$ cat config.mk
export PLATFORM = sky130hd
export DESIGN_NAME = tmr_wave_ctrl
export DESIGN_NICKNAME = d
export VERILOG_FILES = /design/src/tmr_pkg.sv /design/src/tmr_wave_ctrl.sv
export SDC_FILE = /design/constraint.sdc
export NUM_CORES = 1
export LEC_CHECK = 0
export BUFFER_PORTS_ARGS = -buffer_cell sky130_fd_sc_hd__buf_2
export CAP_MARGIN = 20
export CORE_UTILIZATION = 45
export CTS_CLUSTER_SIZE = 14
export DETAILED_ROUTE_END_ITERATION = 8
export GPL_TIMING_DRIVEN = 0
export PLACE_DENSITY = 0.67
export SYNTH_ARGS = -nofsm -noshare
export SYNTH_HDL_FRONTEND = slang
export SYNTH_SLANG_ARGS = --single-unit
$ cat constraint.sdc
create_clock -name CLK_SYS -period 8.1 [get_ports CLK_SYS]
set_clock_uncertainty 0.15 [all_clocks]
set_input_delay 1.62 -clock CLK_SYS [delete_from_list [all_inputs] [get_ports CLK_SYS]]
set_output_delay 1.62 -clock CLK_SYS [all_outputs]
set_load 0.02 [all_outputs]
$ cat src/tmr_pkg.sv
// constants, field layouts and carrier types for the 8-bit waveform timer
// Notes on behaviour
// [RULE1] counter is synchronous to the system clock; tick only qualifies steps
// [RULE2] tick comes each clock when undivided, else from prescaler or from a pin edge; counting and flags advance only then
// [RULE3] nonzero out_mode_a puts compare_out_a on pad; drive only with direction set
// [RULE4] same pad override for channel B with out_mode_b and its direction bit
// [RULE5] plain modes, channel A: 0 off, 1 toggle, 2 clear, 3 set on match
// [RULE6] fast PWM A: 1 toggles only with wave_mode_high; 2/3 match and bottom levels
// [RULE7] phase PWM A: 1 toggles only with wave_mode_high; 2/3 up and down levels
// [RULE8] plain modes, channel B: 0 off, 1 toggle, 2 clear, 3 set on match
// [RULE9] fast PWM B: value 1 reserved; 2/3 match and bottom levels
// [RULE10] phase PWM B: value 1 reserved; 2/3 up and down match levels
// [RULE11] fast PWM: compare equal top with mode high bit ignores match; bottom action only
// [RULE12] phase PWM: compare equal top with mode high bit ignores match; action at top
// [RULE13] control bits 3 and 2 read as zero
// [RULE14] wave mode selects count sequence and top; 4 and 6 reserved
// [RULE15] compare update immediate in plain modes, at top in phase, at bottom in fast
// [RULE16] overflow flag at max in 0,2,3, at bottom in 1,5, at top in 7
// [RULE17] compare-A-as-top plain and fast modes: match A sets flag and clears count
// [RULE18] flag B set on every match; flag A likewise
// [RULE19] clock select: stop, undivided, /8 /64 /256 /1024, pin falling or rising
// [RULE20] fast PWM counts up to top then returns to zero next tick
// [RULE21] normal mode rolls from maximum to zero on the next tick
package tmr_pkg;
   localparam logic [11:0] TMR_OFS_CTRL_A  = 12'h030;
   localparam logic [11:0] TMR_OFS_CTRL_B  = 12'h034;
   localparam logic [11:0] TMR_OFS_COUNT   = 12'h038;
   localparam logic [11:0] TMR_OFS_CMP_A   = 12'h03C;
   localparam logic [11:0] TMR_OFS_CMP_B   = 12'h040;
   localparam logic [11:0] TMR_OFS_FLAGS   = 12'h044;
   localparam logic [11:0] TMR_OFS_PIN_DIR = 12'h048;

   localparam int TMR_CB_FORCE_A = 7;
   localparam int TMR_CB_FORCE_B = 6;
   localparam int TMR_FLAG_B     = 2;
   localparam int TMR_FLAG_A     = 1;
   localparam int TMR_FLAG_OV    = 0;
   localparam int TMR_DIR_A      = 0;
   localparam int TMR_DIR_B      = 1;

   localparam logic [7:0] TMR_MAX      = 8'hFF;
   localparam logic [7:0] TMR_BOTTOM   = 8'h00;
   localparam logic [7:0] TMR_ONE      = 8'h01;
   localparam logic [7:0] TMR_CTRL_RST = 8'h00;

   localparam logic [2:0] TMR_CS_STOP     = 3'h0;
   localparam logic [2:0] TMR_CS_DIV1     = 3'h1;
   localparam logic [2:0] TMR_CS_DIV8     = 3'h2;
   localparam logic [2:0] TMR_CS_DIV64    = 3'h3;
   localparam logic [2:0] TMR_CS_DIV256   = 3'h4;
   localparam logic [2:0] TMR_CS_DIV1024  = 3'h5;
   localparam logic [2:0] TMR_CS_EXT_FALL = 3'h6;
   localparam logic [2:0] TMR_CS_EXT_RISE = 3'h7;

   localparam logic [9:0] TMR_PRE_M8    = 10'h007;
   localparam logic [9:0] TMR_PRE_M64   = 10'h03F;
   localparam logic [9:0] TMR_PRE_M256  = 10'h0FF;
   localparam logic [9:0] TMR_PRE_M1024 = 10'h3FF;

   localparam logic [2:0] TMR_WM_NORMAL   = 3'h0;
   localparam logic [2:0] TMR_WM_PHASE_FF = 3'h1;
   localparam logic [2:0] TMR_WM_CLR_TOP  = 3'h2;
   localparam logic [2:0] TMR_WM_FAST_FF  = 3'h3;
   localparam logic [2:0] TMR_WM_PHASE_CA = 3'h5;
   localparam logic [2:0] TMR_WM_FAST_CA  = 3'h7;

   localparam logic [1:0] TMR_OM_OFF    = 2'h0;
   localparam logic [1:0] TMR_OM_TOGGLE = 2'h1;
   localparam logic [1:0] TMR_OM_CLEAR  = 2'h2;
   localparam logic [1:0] TMR_OM_SET    = 2'h3;

   typedef enum {TMR_CLS_PLAIN, TMR_CLS_FAST, TMR_CLS_PHASE} tmr_class_e;

   typedef struct packed {
      logic [1:0] out_mode_a;
      logic [1:0] out_mode_b;
      logic [1:0] rsv;
      logic [1:0] wave_mode_low;
   } tmr_ctrl_a_s;

   typedef struct packed {
      logic       force_a;
      logic       force_b;
      logic [1:0] rsv;
      logic       wave_mode_high;
      logic [2:0] clock_select_field;
   } tmr_ctrl_b_s;
endpackage

$ cat src/tmr_wave_ctrl.sv
// 8-bit timer with waveform mode control, two compare channels and APB registers
//
// The APB slave port was chosen for this implementation.
`timescale 1ns/10ps
`default_nettype none
module tmr_wave_ctrl
   import tmr_pkg::*;
(
   input  wire logic        CLK_SYS,
   input  wire logic        RST_N,
   input  wire logic        PSEL,
   input  wire logic        PENABLE,
   input  wire logic        PWRITE,
   input  wire logic [11:0] PADDR,
   input  wire logic [31:0] PWDATA,
   output logic      [31:0] PRDATA,
   output logic             PREADY,
   output logic             PSLVERR,
   input  wire logic        EXT_TICK_PIN,
   input  wire logic        PORT_A_OUT,
   input  wire logic        PORT_B_OUT,
   output logic             PAD_A_O,
   output logic             PAD_A_OE,
   output logic             PAD_B_O,
   output logic             PAD_B_OE
);

   tmr_ctrl_a_s ctrl_a_r;
   tmr_ctrl_b_s ctrl_b_r;
   logic [7:0]  cnt_r;
   logic        dir_down_r;
   logic [7:0]  buf_a_r;
   logic [7:0]  buf_b_r;
   logic [7:0]  ocr_a_r;
   logic [7:0]  ocr_b_r;
   logic [2:0]  flags_r;
   logic [1:0]  pin_dir_r;
   logic        block_r;
   logic        oc_a_r;
   logic        oc_b_r;
   logic [9:0]  pre_r;
   logic [2:0]  ext_s_r;
   logic        ext_lvl_r;
   logic        ext_prev_r;
   logic [31:0] prdata_r;
   logic [31:0] rd_data;
   logic        rd_err;
   logic        wr_acc;
   logic        cnt_wr;
   logic        cmp_a_wr;
   logic        cmp_b_wr;
   logic        tick_en;
   logic [2:0]  wmode;
   tmr_class_e  cls;
   logic [7:0]  top_w;
   logic        step;
   logic        wrap_evt;
   logic        match_a;
   logic        match_b;
   logic        force_a;
   logic        force_b;
   logic        ov_evt;
   logic        upd_evt;

   function automatic tmr_class_e wave_class(input logic [2:0] m);
      tmr_class_e c;
      c = TMR_CLS_PLAIN;
      if (m == TMR_WM_FAST_FF || m == TMR_WM_FAST_CA) begin
         c = TMR_CLS_FAST;
      end else if (m == TMR_WM_PHASE_FF || m == TMR_WM_PHASE_CA) begin
         c = TMR_CLS_PHASE;
      end
      return c;
   endfunction

   // next level of one compare output; edge_evt is bottom wrap (fast) or top (phase)
   function automatic logic oc_next(input logic oc, input logic [1:0] com, input logic tgl_ok,
                                    input tmr_class_e c, input logic hit, input logic edge_evt,
                                    input logic down, input logic cmp_is_top);
      logic res;
      res = oc;
      case (c)
         TMR_CLS_PLAIN: begin
            if (hit) begin
               case (com)
                  TMR_OM_TOGGLE: res = ~oc;
                  TMR_OM_CLEAR:  res = 1'b0;
                  TMR_OM_SET:    res = 1'b1;
                  default:       res = oc;
               endcase
            end
         end
         TMR_CLS_FAST: begin
            if (com[1]) begin
               if (edge_evt) begin
                  res = (com == TMR_OM_CLEAR);
               end else if (hit && !cmp_is_top) begin
                  res = (com == TMR_OM_SET);
               end
            end else if (com == TMR_OM_TOGGLE && tgl_ok && hit) begin
               res = ~oc;
            end
         end
         default: begin
            if (com[1]) begin
               if (cmp_is_top) begin
                  if (edge_evt) begin
                     res = (com == TMR_OM_SET);
                  end
               end else if (hit) begin
                  res = (com == TMR_OM_SET) ^ down;
               end
            end else if (com == TMR_OM_TOGGLE && tgl_ok && hit) begin
               res = ~oc;
            end
         end
      endcase
      return res;
   endfunction

   // zero-wait slave: every access completes in its first access cycle
   assign PREADY   = 1'b1;
   assign wr_acc   = PSEL && PENABLE && PWRITE;
   assign cnt_wr   = wr_acc && PADDR == TMR_OFS_COUNT;
   assign cmp_a_wr = wr_acc && PADDR == TMR_OFS_CMP_A;
   assign cmp_b_wr = wr_acc && PADDR == TMR_OFS_CMP_B;

   assign wmode = {ctrl_b_r.wave_mode_high, ctrl_a_r.wave_mode_low};
   assign cls   = wave_class(wmode);
   // reserved modes 4 and 6 fall back to a free 8-bit count
   assign top_w = (wmode == TMR_WM_CLR_TOP || wmode == TMR_WM_PHASE_CA || wmode == TMR_WM_FAST_CA) ?
                  ocr_a_r : TMR_MAX; // RULE14

   // strobes only act in plain modes and never raise a flag or clear the count
   assign force_a = wr_acc && PADDR == TMR_OFS_CTRL_B && PWDATA[TMR_CB_FORCE_A] && cls == TMR_CLS_PLAIN;
   assign force_b = wr_acc && PADDR == TMR_OFS_CTRL_B && PWDATA[TMR_CB_FORCE_B] && cls == TMR_CLS_PLAIN;

   // registers
   always_ff @(posedge CLK_SYS) begin
      if (!RST_N) begin
         ctrl_a_r  <= TMR_CTRL_RST;
         ctrl_b_r  <= TMR_CTRL_RST;
         pin_dir_r <= 2'h0;
         buf_a_r   <= TMR_BOTTOM;
         buf_b_r   <= TMR_BOTTOM;
      end else if (wr_acc) begin
         if (PADDR == TMR_OFS_CTRL_A) begin
            ctrl_a_r     <= PWDATA[7:0];
            ctrl_a_r.rsv <= 2'h0; // RULE13
         end else if (PADDR == TMR_OFS_CTRL_B) begin
            ctrl_b_r         <= PWDATA[7:0];
            ctrl_b_r.force_a <= 1'b0;
            ctrl_b_r.force_b <= 1'b0;
            ctrl_b_r.rsv     <= 2'h0;
         end else if (PADDR == TMR_OFS_CMP_A) begin
            buf_a_r <= PWDATA[7:0];
         end else if (PADDR == TMR_OFS_CMP_B) begin
            buf_b_r <= PWDATA[7:0];
         end else if (PADDR == TMR_OFS_PIN_DIR) begin
            pin_dir_r <= PWDATA[1:0];
         end
      end
   end

   always_comb begin
      rd_data = 32'h0000_0000;
      rd_err  = 1'b0;
      if (PADDR == TMR_OFS_CTRL_A) begin
         rd_data[7:0] = ctrl_a_r;
      end else if (PADDR == TMR_OFS_CTRL_B) begin
         rd_data[7:0] = ctrl_b_r;
      end else if (PADDR == TMR_OFS_COUNT) begin
         rd_data[7:0] = cnt_r;
      end else if (PADDR == TMR_OFS_CMP_A) begin
         rd_data[7:0] = buf_a_r;
      end else if (PADDR == TMR_OFS_CMP_B) begin
         rd_data[7:0] = buf_b_r;
      end else if (PADDR == TMR_OFS_FLAGS) begin
         rd_data[2:0] = flags_r;
      end else if (PADDR == TMR_OFS_PIN_DIR) begin
         rd_data[1:0] = pin_dir_r;
      end else begin
         rd_err = 1'b1;
      end
   end

   // read data caught in the setup cycle so it leaves a flop in the access cycle
   always_ff @(posedge CLK_SYS) begin
      if (!RST_N) begin
         prdata_r <= 32'h0000_0000;
      end else if (PSEL && !PENABLE && !PWRITE) begin
         prdata_r <= rd_data;
      end
   end
   assign PRDATA  = prdata_r;
   assign PSLVERR = PSEL && PENABLE && rd_err;

   // prescaler and pin edge detection; three flops, level taken once two agree
   always_ff @(posedge CLK_SYS) begin
      if (!RST_N) begin
         pre_r      <= 10'h000;
         ext_s_r    <= 3'h0;
         ext_lvl_r  <= 1'b0;
         ext_prev_r <= 1'b0;
      end else begin
         pre_r      <= pre_r + 10'h001;
         ext_s_r    <= {ext_s_r[1:0], EXT_TICK_PIN};
         ext_lvl_r  <= (ext_s_r[1] == ext_s_r[2]) ? ext_s_r[2] : ext_lvl_r;
         ext_prev_r <= ext_lvl_r;
      end
   end

   always_comb begin
      case (ctrl_b_r.clock_select_field) // RULE19
         TMR_CS_DIV1:     tick_en = 1'b1; // RULE2
         TMR_CS_DIV8:     tick_en = (pre_r[2:0] == TMR_PRE_M8[2:0]);
         TMR_CS_DIV64:    tick_en = (pre_r[5:0] == TMR_PRE_M64[5:0]);
         TMR_CS_DIV256:   tick_en = (pre_r[7:0] == TMR_PRE_M256[7:0]);
         TMR_CS_DIV1024:  tick_en = (pre_r == TMR_PRE_M1024);
         TMR_CS_EXT_FALL: tick_en = ext_prev_r && !ext_lvl_r;
         TMR_CS_EXT_RISE: tick_en = !ext_prev_r && ext_lvl_r;
         default:         tick_en = 1'b0;
      endcase
   end

   // a software count write wins over a tick and blocks a match on the next tick
   assign step     = tick_en && !cnt_wr; // RULE1
   assign wrap_evt = step && cnt_r == top_w && !(cls == TMR_CLS_PHASE && dir_down_r);
   assign match_a  = step && !block_r && cnt_r == ocr_a_r;
   assign match_b  = step && !block_r && cnt_r == ocr_b_r;
   assign ov_evt   = (cls == TMR_CLS_PHASE) ? (step && dir_down_r && cnt_r == TMR_BOTTOM) :
                     (wmode == TMR_WM_FAST_CA) ? wrap_evt : (step && cnt_r == TMR_MAX); // RULE16
   assign upd_evt  = (cls != TMR_CLS_PLAIN) && wrap_evt; // RULE15

   always_ff @(posedge CLK_SYS) begin
      if (!RST_N) begin
         cnt_r      <= TMR_BOTTOM;
         dir_down_r <= 1'b0;
      end else if (cnt_wr) begin
         cnt_r <= PWDATA[7:0];
      end else if (tick_en) begin
         if (cls == TMR_CLS_PHASE) begin
            if (!dir_down_r && cnt_r == top_w) begin
               dir_down_r <= 1'b1;
               cnt_r      <= (cnt_r == TMR_BOTTOM) ? TMR_BOTTOM : cnt_r - TMR_ONE;
            end else if (dir_down_r && cnt_r == TMR_BOTTOM) begin
               dir_down_r <= 1'b0;
               cnt_r      <= (top_w == TMR_BOTTOM) ? TMR_BOTTOM : TMR_ONE;
            end else begin
               cnt_r <= dir_down_r ? cnt_r - TMR_ONE : cnt_r + TMR_ONE;
            end
         end else begin
            dir_down_r <= 1'b0;
            cnt_r      <= (cnt_r == top_w) ? TMR_BOTTOM : cnt_r + TMR_ONE; // RULE17 RULE20 RULE21
         end
      end
   end

   always_ff @(posedge CLK_SYS) begin
      if (!RST_N) begin
         block_r <= 1'b0;
      end else if (cnt_wr) begin
         block_r <= 1'b1;
      end else if (tick_en) begin
         block_r <= 1'b0;
      end
   end

   // active compare values; plain modes see a write in the same edge
   always_ff @(posedge CLK_SYS) begin
      if (!RST_N) begin
         ocr_a_r <= TMR_BOTTOM;
         ocr_b_r <= TMR_BOTTOM;
      end else if (cls == TMR_CLS_PLAIN) begin
         ocr_a_r <= cmp_a_wr ? PWDATA[7:0] : buf_a_r; // RULE15
         ocr_b_r <= cmp_b_wr ? PWDATA[7:0] : buf_b_r;
      end else if (upd_evt) begin
         ocr_a_r <= buf_a_r;
         ocr_b_r <= buf_b_r;
      end
   end

   // set wins over a write-one clear in the same cycle
   always_ff @(posedge CLK_SYS) begin
      if (!RST_N) begin
         flags_r <= 3'h0;
      end else begin
         flags_r[TMR_FLAG_OV] <= ov_evt ||
            (flags_r[TMR_FLAG_OV] && !(wr_acc && PADDR == TMR_OFS_FLAGS && PWDATA[TMR_FLAG_OV]));
         flags_r[TMR_FLAG_A]  <= match_a || // RULE17 RULE18
            (flags_r[TMR_FLAG_A] && !(wr_acc && PADDR == TMR_OFS_FLAGS && PWDATA[TMR_FLAG_A]));
         flags_r[TMR_FLAG_B]  <= match_b || // RULE18
            (flags_r[TMR_FLAG_B] && !(wr_acc && PADDR == TMR_OFS_FLAGS && PWDATA[TMR_FLAG_B]));
      end
   end

   // channel B never toggles in PWM; channel A only with wave_mode_high
   always_ff @(posedge CLK_SYS) begin
      if (!RST_N) begin
         oc_a_r <= 1'b0;
         oc_b_r <= 1'b0;
      end else begin
         oc_a_r <= oc_next(oc_a_r, ctrl_a_r.out_mode_a, ctrl_b_r.wave_mode_high, cls, match_a || force_a,
                           wrap_evt, dir_down_r, ocr_a_r == top_w); // RULE5 RULE6 RULE7 RULE11 RULE12
         oc_b_r <= oc_next(oc_b_r, ctrl_a_r.out_mode_b, 1'b0, cls, match_b || force_b,
                           wrap_evt, dir_down_r, ocr_b_r == top_w); // RULE8 RULE9 RULE10 RULE11 RULE12
      end
   end

   assign PAD_A_O  = (ctrl_a_r.out_mode_a != TMR_OM_OFF) ? oc_a_r : PORT_A_OUT; // RULE3
   assign PAD_A_OE = pin_dir_r[TMR_DIR_A];
   assign PAD_B_O  = (ctrl_a_r.out_mode_b != TMR_OM_OFF) ? oc_b_r : PORT_B_OUT; // RULE4
   assign PAD_B_OE = pin_dir_r[TMR_DIR_B];
endmodule
`default_nettype wire

==> summary.md <==
| Metric | Value |
|---|---|
| Die ar. | `11950 sq um` |
| H-tree depth | `3` |
| Element type at the critical path end | `output port` |
| Post-Route WL | `15310 um` |
| Least-Margin Pin Slew | `1.204 ns` |
| Clk pin slew, worst setup/hold paths | `0.06 ns` |
| Critical path depth in cells | `6` |
| Cell row count | `38` |
| Sink Count | `82` |
| Period utilization | `0.5446` |
| Sequential share of the synthesized area | `0.3168` |
| Worst endpoint required time | `6.33 ns` |
| Critical-path maximum fanout | `3` |
| Cells taking the most area after synthesis | `dfxtp_1, mux2i_1, nor2_1` |
| Vias per cell | `6.001` |
| DR vias | `5113` |
| N_diodes | `0` |
| #FFs+latches synth | `82` |
| Main synth FF type | `dfxtp_1` |
| RSZ-0062 raised after global routing | `no` |
| Critical path destination | `PSLVERR` |
| CTS tree | `done` |
| DR DRC count | `0` |
| Dpl hpwl | `11440 um` |
| Worst min-delay path category | `flop to flop` |
| Synth area leader | `dfxtp_1` |
| Vias in the first global route | `4688` |
| Slew Limit Headroom | `0.1872` |
| Iter 0 DRT Violations | `566` |
| Reg-to-reg critical path startpoint | `cnt_r[0]$_SDFFE_PN0P_` |
| Die height | `109.3 um` |
| Hold Path Depth | `1` |
| Initial antenna violation count | `0` |
| Reg2reg end | `cnt_r[1]$_SDFFE_PN0P_` |
| Global-route wire length before repair | `24160 um` |
| Main combinational cell family by area after synthesis | `simple AND/OR/NAND/NOR gates` |
| P per Cell Area | `145.3 nW/um^2` |
| Outcome | `finished, final reports clean` |
| IO buf count | `36` |
| Root Buffer | `clkbuf_16` |
| Mapped Cells | `636` |
| Placed cell area | `5624 sq um` |
| Final hold violation count | `0` |
| Fmax | `0.2267 GHz` |
| Setup tns final | `0 ns` |
| YS warnings | `0` |
| Cells along the critical path | `buf_2 > nor4_4 > nand2b_1 > nor4_1 > nor2_1 > buf_2` |
| Mux cell area share after synthesis | `0.1009` |
| Critical-path top delay cell | `nor4_4` |
| WS Path Type | `primary input to output port` |
| Hold-fix buffers at CTS | `0` |
| Post-CTS Setup Repair Bufs | `0` |
| Worst skew pair latency | `0.34 ns` |
| Mean Syn Cell Area | `8.149 sq um` |
| Crit-path leading delay family | `simple AND/OR/NAND/NOR gates` |
| Share of layout cells above drive strength 1 | `0.1559` |
| I/O pin count | `90` |
| Post-synth EDFFs | `0` |
| Worst vdd ir | `110.8 uV` |
| CTS Buffer Depth | `2` |
| Post-route design area | `5911 sq um` |
| Resize count post-CTS | `0` |
| Most instantiated cells after synthesis | `nor2_1, dfxtp_1, mux2i_1` |
| Most common cell in the netlist | `nor2_1` |
| Final Wtd Congestion | `0.9286` |
| Per-cell routed wire length | `17.97 um` |
| Final setup viols | `0` |
| Initial core utilization | `0.4698` |
| GRT overflow | `0` |
| Asr flop ratio synth | `0` |
| Die Span X | `109.3 um` |
| R2R depth | `10` |
| Buf+Inv Stages, Crit Path | `2` |
| Tot GR Track Use | `0.2655` |
| CP startpoint kind | `primary input` |
| Max capacitance violation total | `0` |
| Fill cells | `1077` |
| Flop-to-flop setup slack | `4.68 ns` |
| Area grow syn2layout | `14.05%` |
| Arrival time at the worst endpoint | `2.64 ns` |
| XOR/XNOR Fraction of Synth Area | `0.04056` |
| CTS Buf Count | `9` |
| Largest net degree at the start of global routing | `16` |
| Share of the synthesized area in the top cell type | `0.3168` |
| Final Max Tran Viols | `0` |
| Synth Cell Area | `5182 sq um` |
| Post-Synth Simple-Gate Area | `0.2460` |
| Number of routed nets with antenna violations | `0` |
| CP startpoint | `PADDR[9]` |
| Post-Synth Adder-Cell Area | `0.009657` |
| Most common cell type on the critical path | `buf_2` |
| Library cells used by synthesis | `73` |
| Core area | `11030 sq um` |
| Cell leakage power | `2.162 nW` |
| Final #Nets | `763` |
| Critical path's largest stage delay | `0.37 ns` |
| Compound-Gate Fraction of Synth Area | `0.1997` |
| Pre-antenna DRT Iters | `6` |
| Final Critical Period | `4.411 ns` |
-- metrics by stage --
| stage | util | hold slack [ns] | worst slack (ns) | cells | power [mW] |
|---|---|---|---|---|---|
| 2_1_floorplan | - | 0.2619 | 3.813 | 659 | 0.4563 |
| 4_1_cts | 0.5352 | 0.2833 | 3.670 | 851 | 0.8578 |
| 3_5_place_dp | 0.5099 | 0.2686 | 3.675 | 835 | 0.4764 |
| 6_report | 0.5358 | 0.2819 | 3.689 | 852 | 0.8587 |
| 3_3_place_gp | 0.5099 | 0.2646 | 3.686 | 835 | 0.4755 |
| 5_1_grt | 0.5358 | 0.3168 | 3.555 | 852 | 0.8821 |
-- flip-flops by register name (all words and copies together) (netlist names) --
register    count
PRDATA          8
block_r         1
buf_a_r         8
buf_b_r         8
cnt_r           8
ctrl_a_r        6
ctrl_b_r        4
dir_down_r      1
ext_lvl_r       1
ext_prev_r      1
ext_s_r         3
flags_r         3
oc_a_r          1
oc_b_r          1
ocr_a_r         8
ocr_b_r         8
pin_dir_r       2
pre_r          10
-- how the worst min path moves through the flow --
stage / from / to
after floorplan: ext_s_r[0]$_SDFF_PN0_ / ext_s_r[1]$_SDFF_PN0_
after global placement: ext_s_r[0]$_SDFF_PN0_ / ext_s_r[1]$_SDFF_PN0_
after detailed placement: ext_s_r[0]$_SDFF_PN0_ / ext_s_r[1]$_SDFF_PN0_
after CTS: ext_s_r[0]$_SDFF_PN0_ / ext_s_r[1]$_SDFF_PN0_
after global routing: ext_s_r[0]$_SDFF_PN0_ / ext_s_r[1]$_SDFF_PN0_
final: ext_s_r[0]$_SDFF_PN0_ / ext_s_r[1]$_SDFF_PN0_
-- cell type report --
| class | count | area [sq um] | share of cell area |
|---|---|---|---|
| Clock inverter | 6 | 50.05 | 0.008467 |
| Buffer | 73 | 387.9 | 0.06562 |
| Clock buffer | 10 | 229.0 | 0.03874 |
| Sequential cell | 82 | 1642 | 0.2777 |
| Tap cell | 140 | 175.2 | 0.02964 |
| Multi-Input combinational cell | 490 | 3187 | 0.5392 |
| Inverter | 14 | 52.55 | 0.008891 |
| Timing Repair Buffer | 37 | 187.7 | 0.03175 |
-- cells by family (layout without fill, tap and decap cells) --
group           Yosys count  count (layout)
simple gates            236             236
compound gates          149             149
buf+inv                  87             140
flops                    82              82
mux                      52              52
xor+xnor                 24              24
fa+ha+maj                 4               4
other cells               2              25
-- layout by cell type, fill, tap and decap left out, types with 5 or more instances in the layout --
cell type  instances
a222oi_1           8
nor2_1            88
clkbuf_1          36
nand2_1           39
nor4_1            12
a32oi_1            5
o211ai_1           5
inv_1             11
and2_1             7
a22oi_1           10
nor3_1            10
buf_2             46
o21ai_0           19
xnor2_1           14
a211oi_1          17
xor2_1            10
conb_1            25
nand2b_1           7
a21oi_1           36
dfxtp_1           82
nor3b_1            6
nand3b_1           7
clkbuf_16          9
mux2i_1           50
nand4_1            5
o22ai_1            8
buf_4             25
a31oi_1            7
nand3_1           15
o31ai_1            5
-- layer usage --
layer | routed length, um | vias to the layer above | share of wire | global-route usage
li1 | - | 2427 | - | -
met1 | 6746 | 2413 | 0.44 | 0.3575
met2 | 7077 | 238 | 0.46 | 0.4295
met3 | 1042 | 35 | 0.068 | 0.03201
met4 | 440 | 0 | 0.029 | 0.1105
met5 | 0 | - | 0 | 0
-- where the power goes --
part / total [mW] / leakage (nW) / internal [mW] / switching [mW]
Combinational: 0.0600 / 1.37 / 0.0204 / 0.0396
Sequential: 0.408 / 0.662 / 0.406 / 0.00204
Clock: 0.390 / 0.130 / 0.211 / 0.179
No activity file was read; power rests on OpenSTA's default activity.
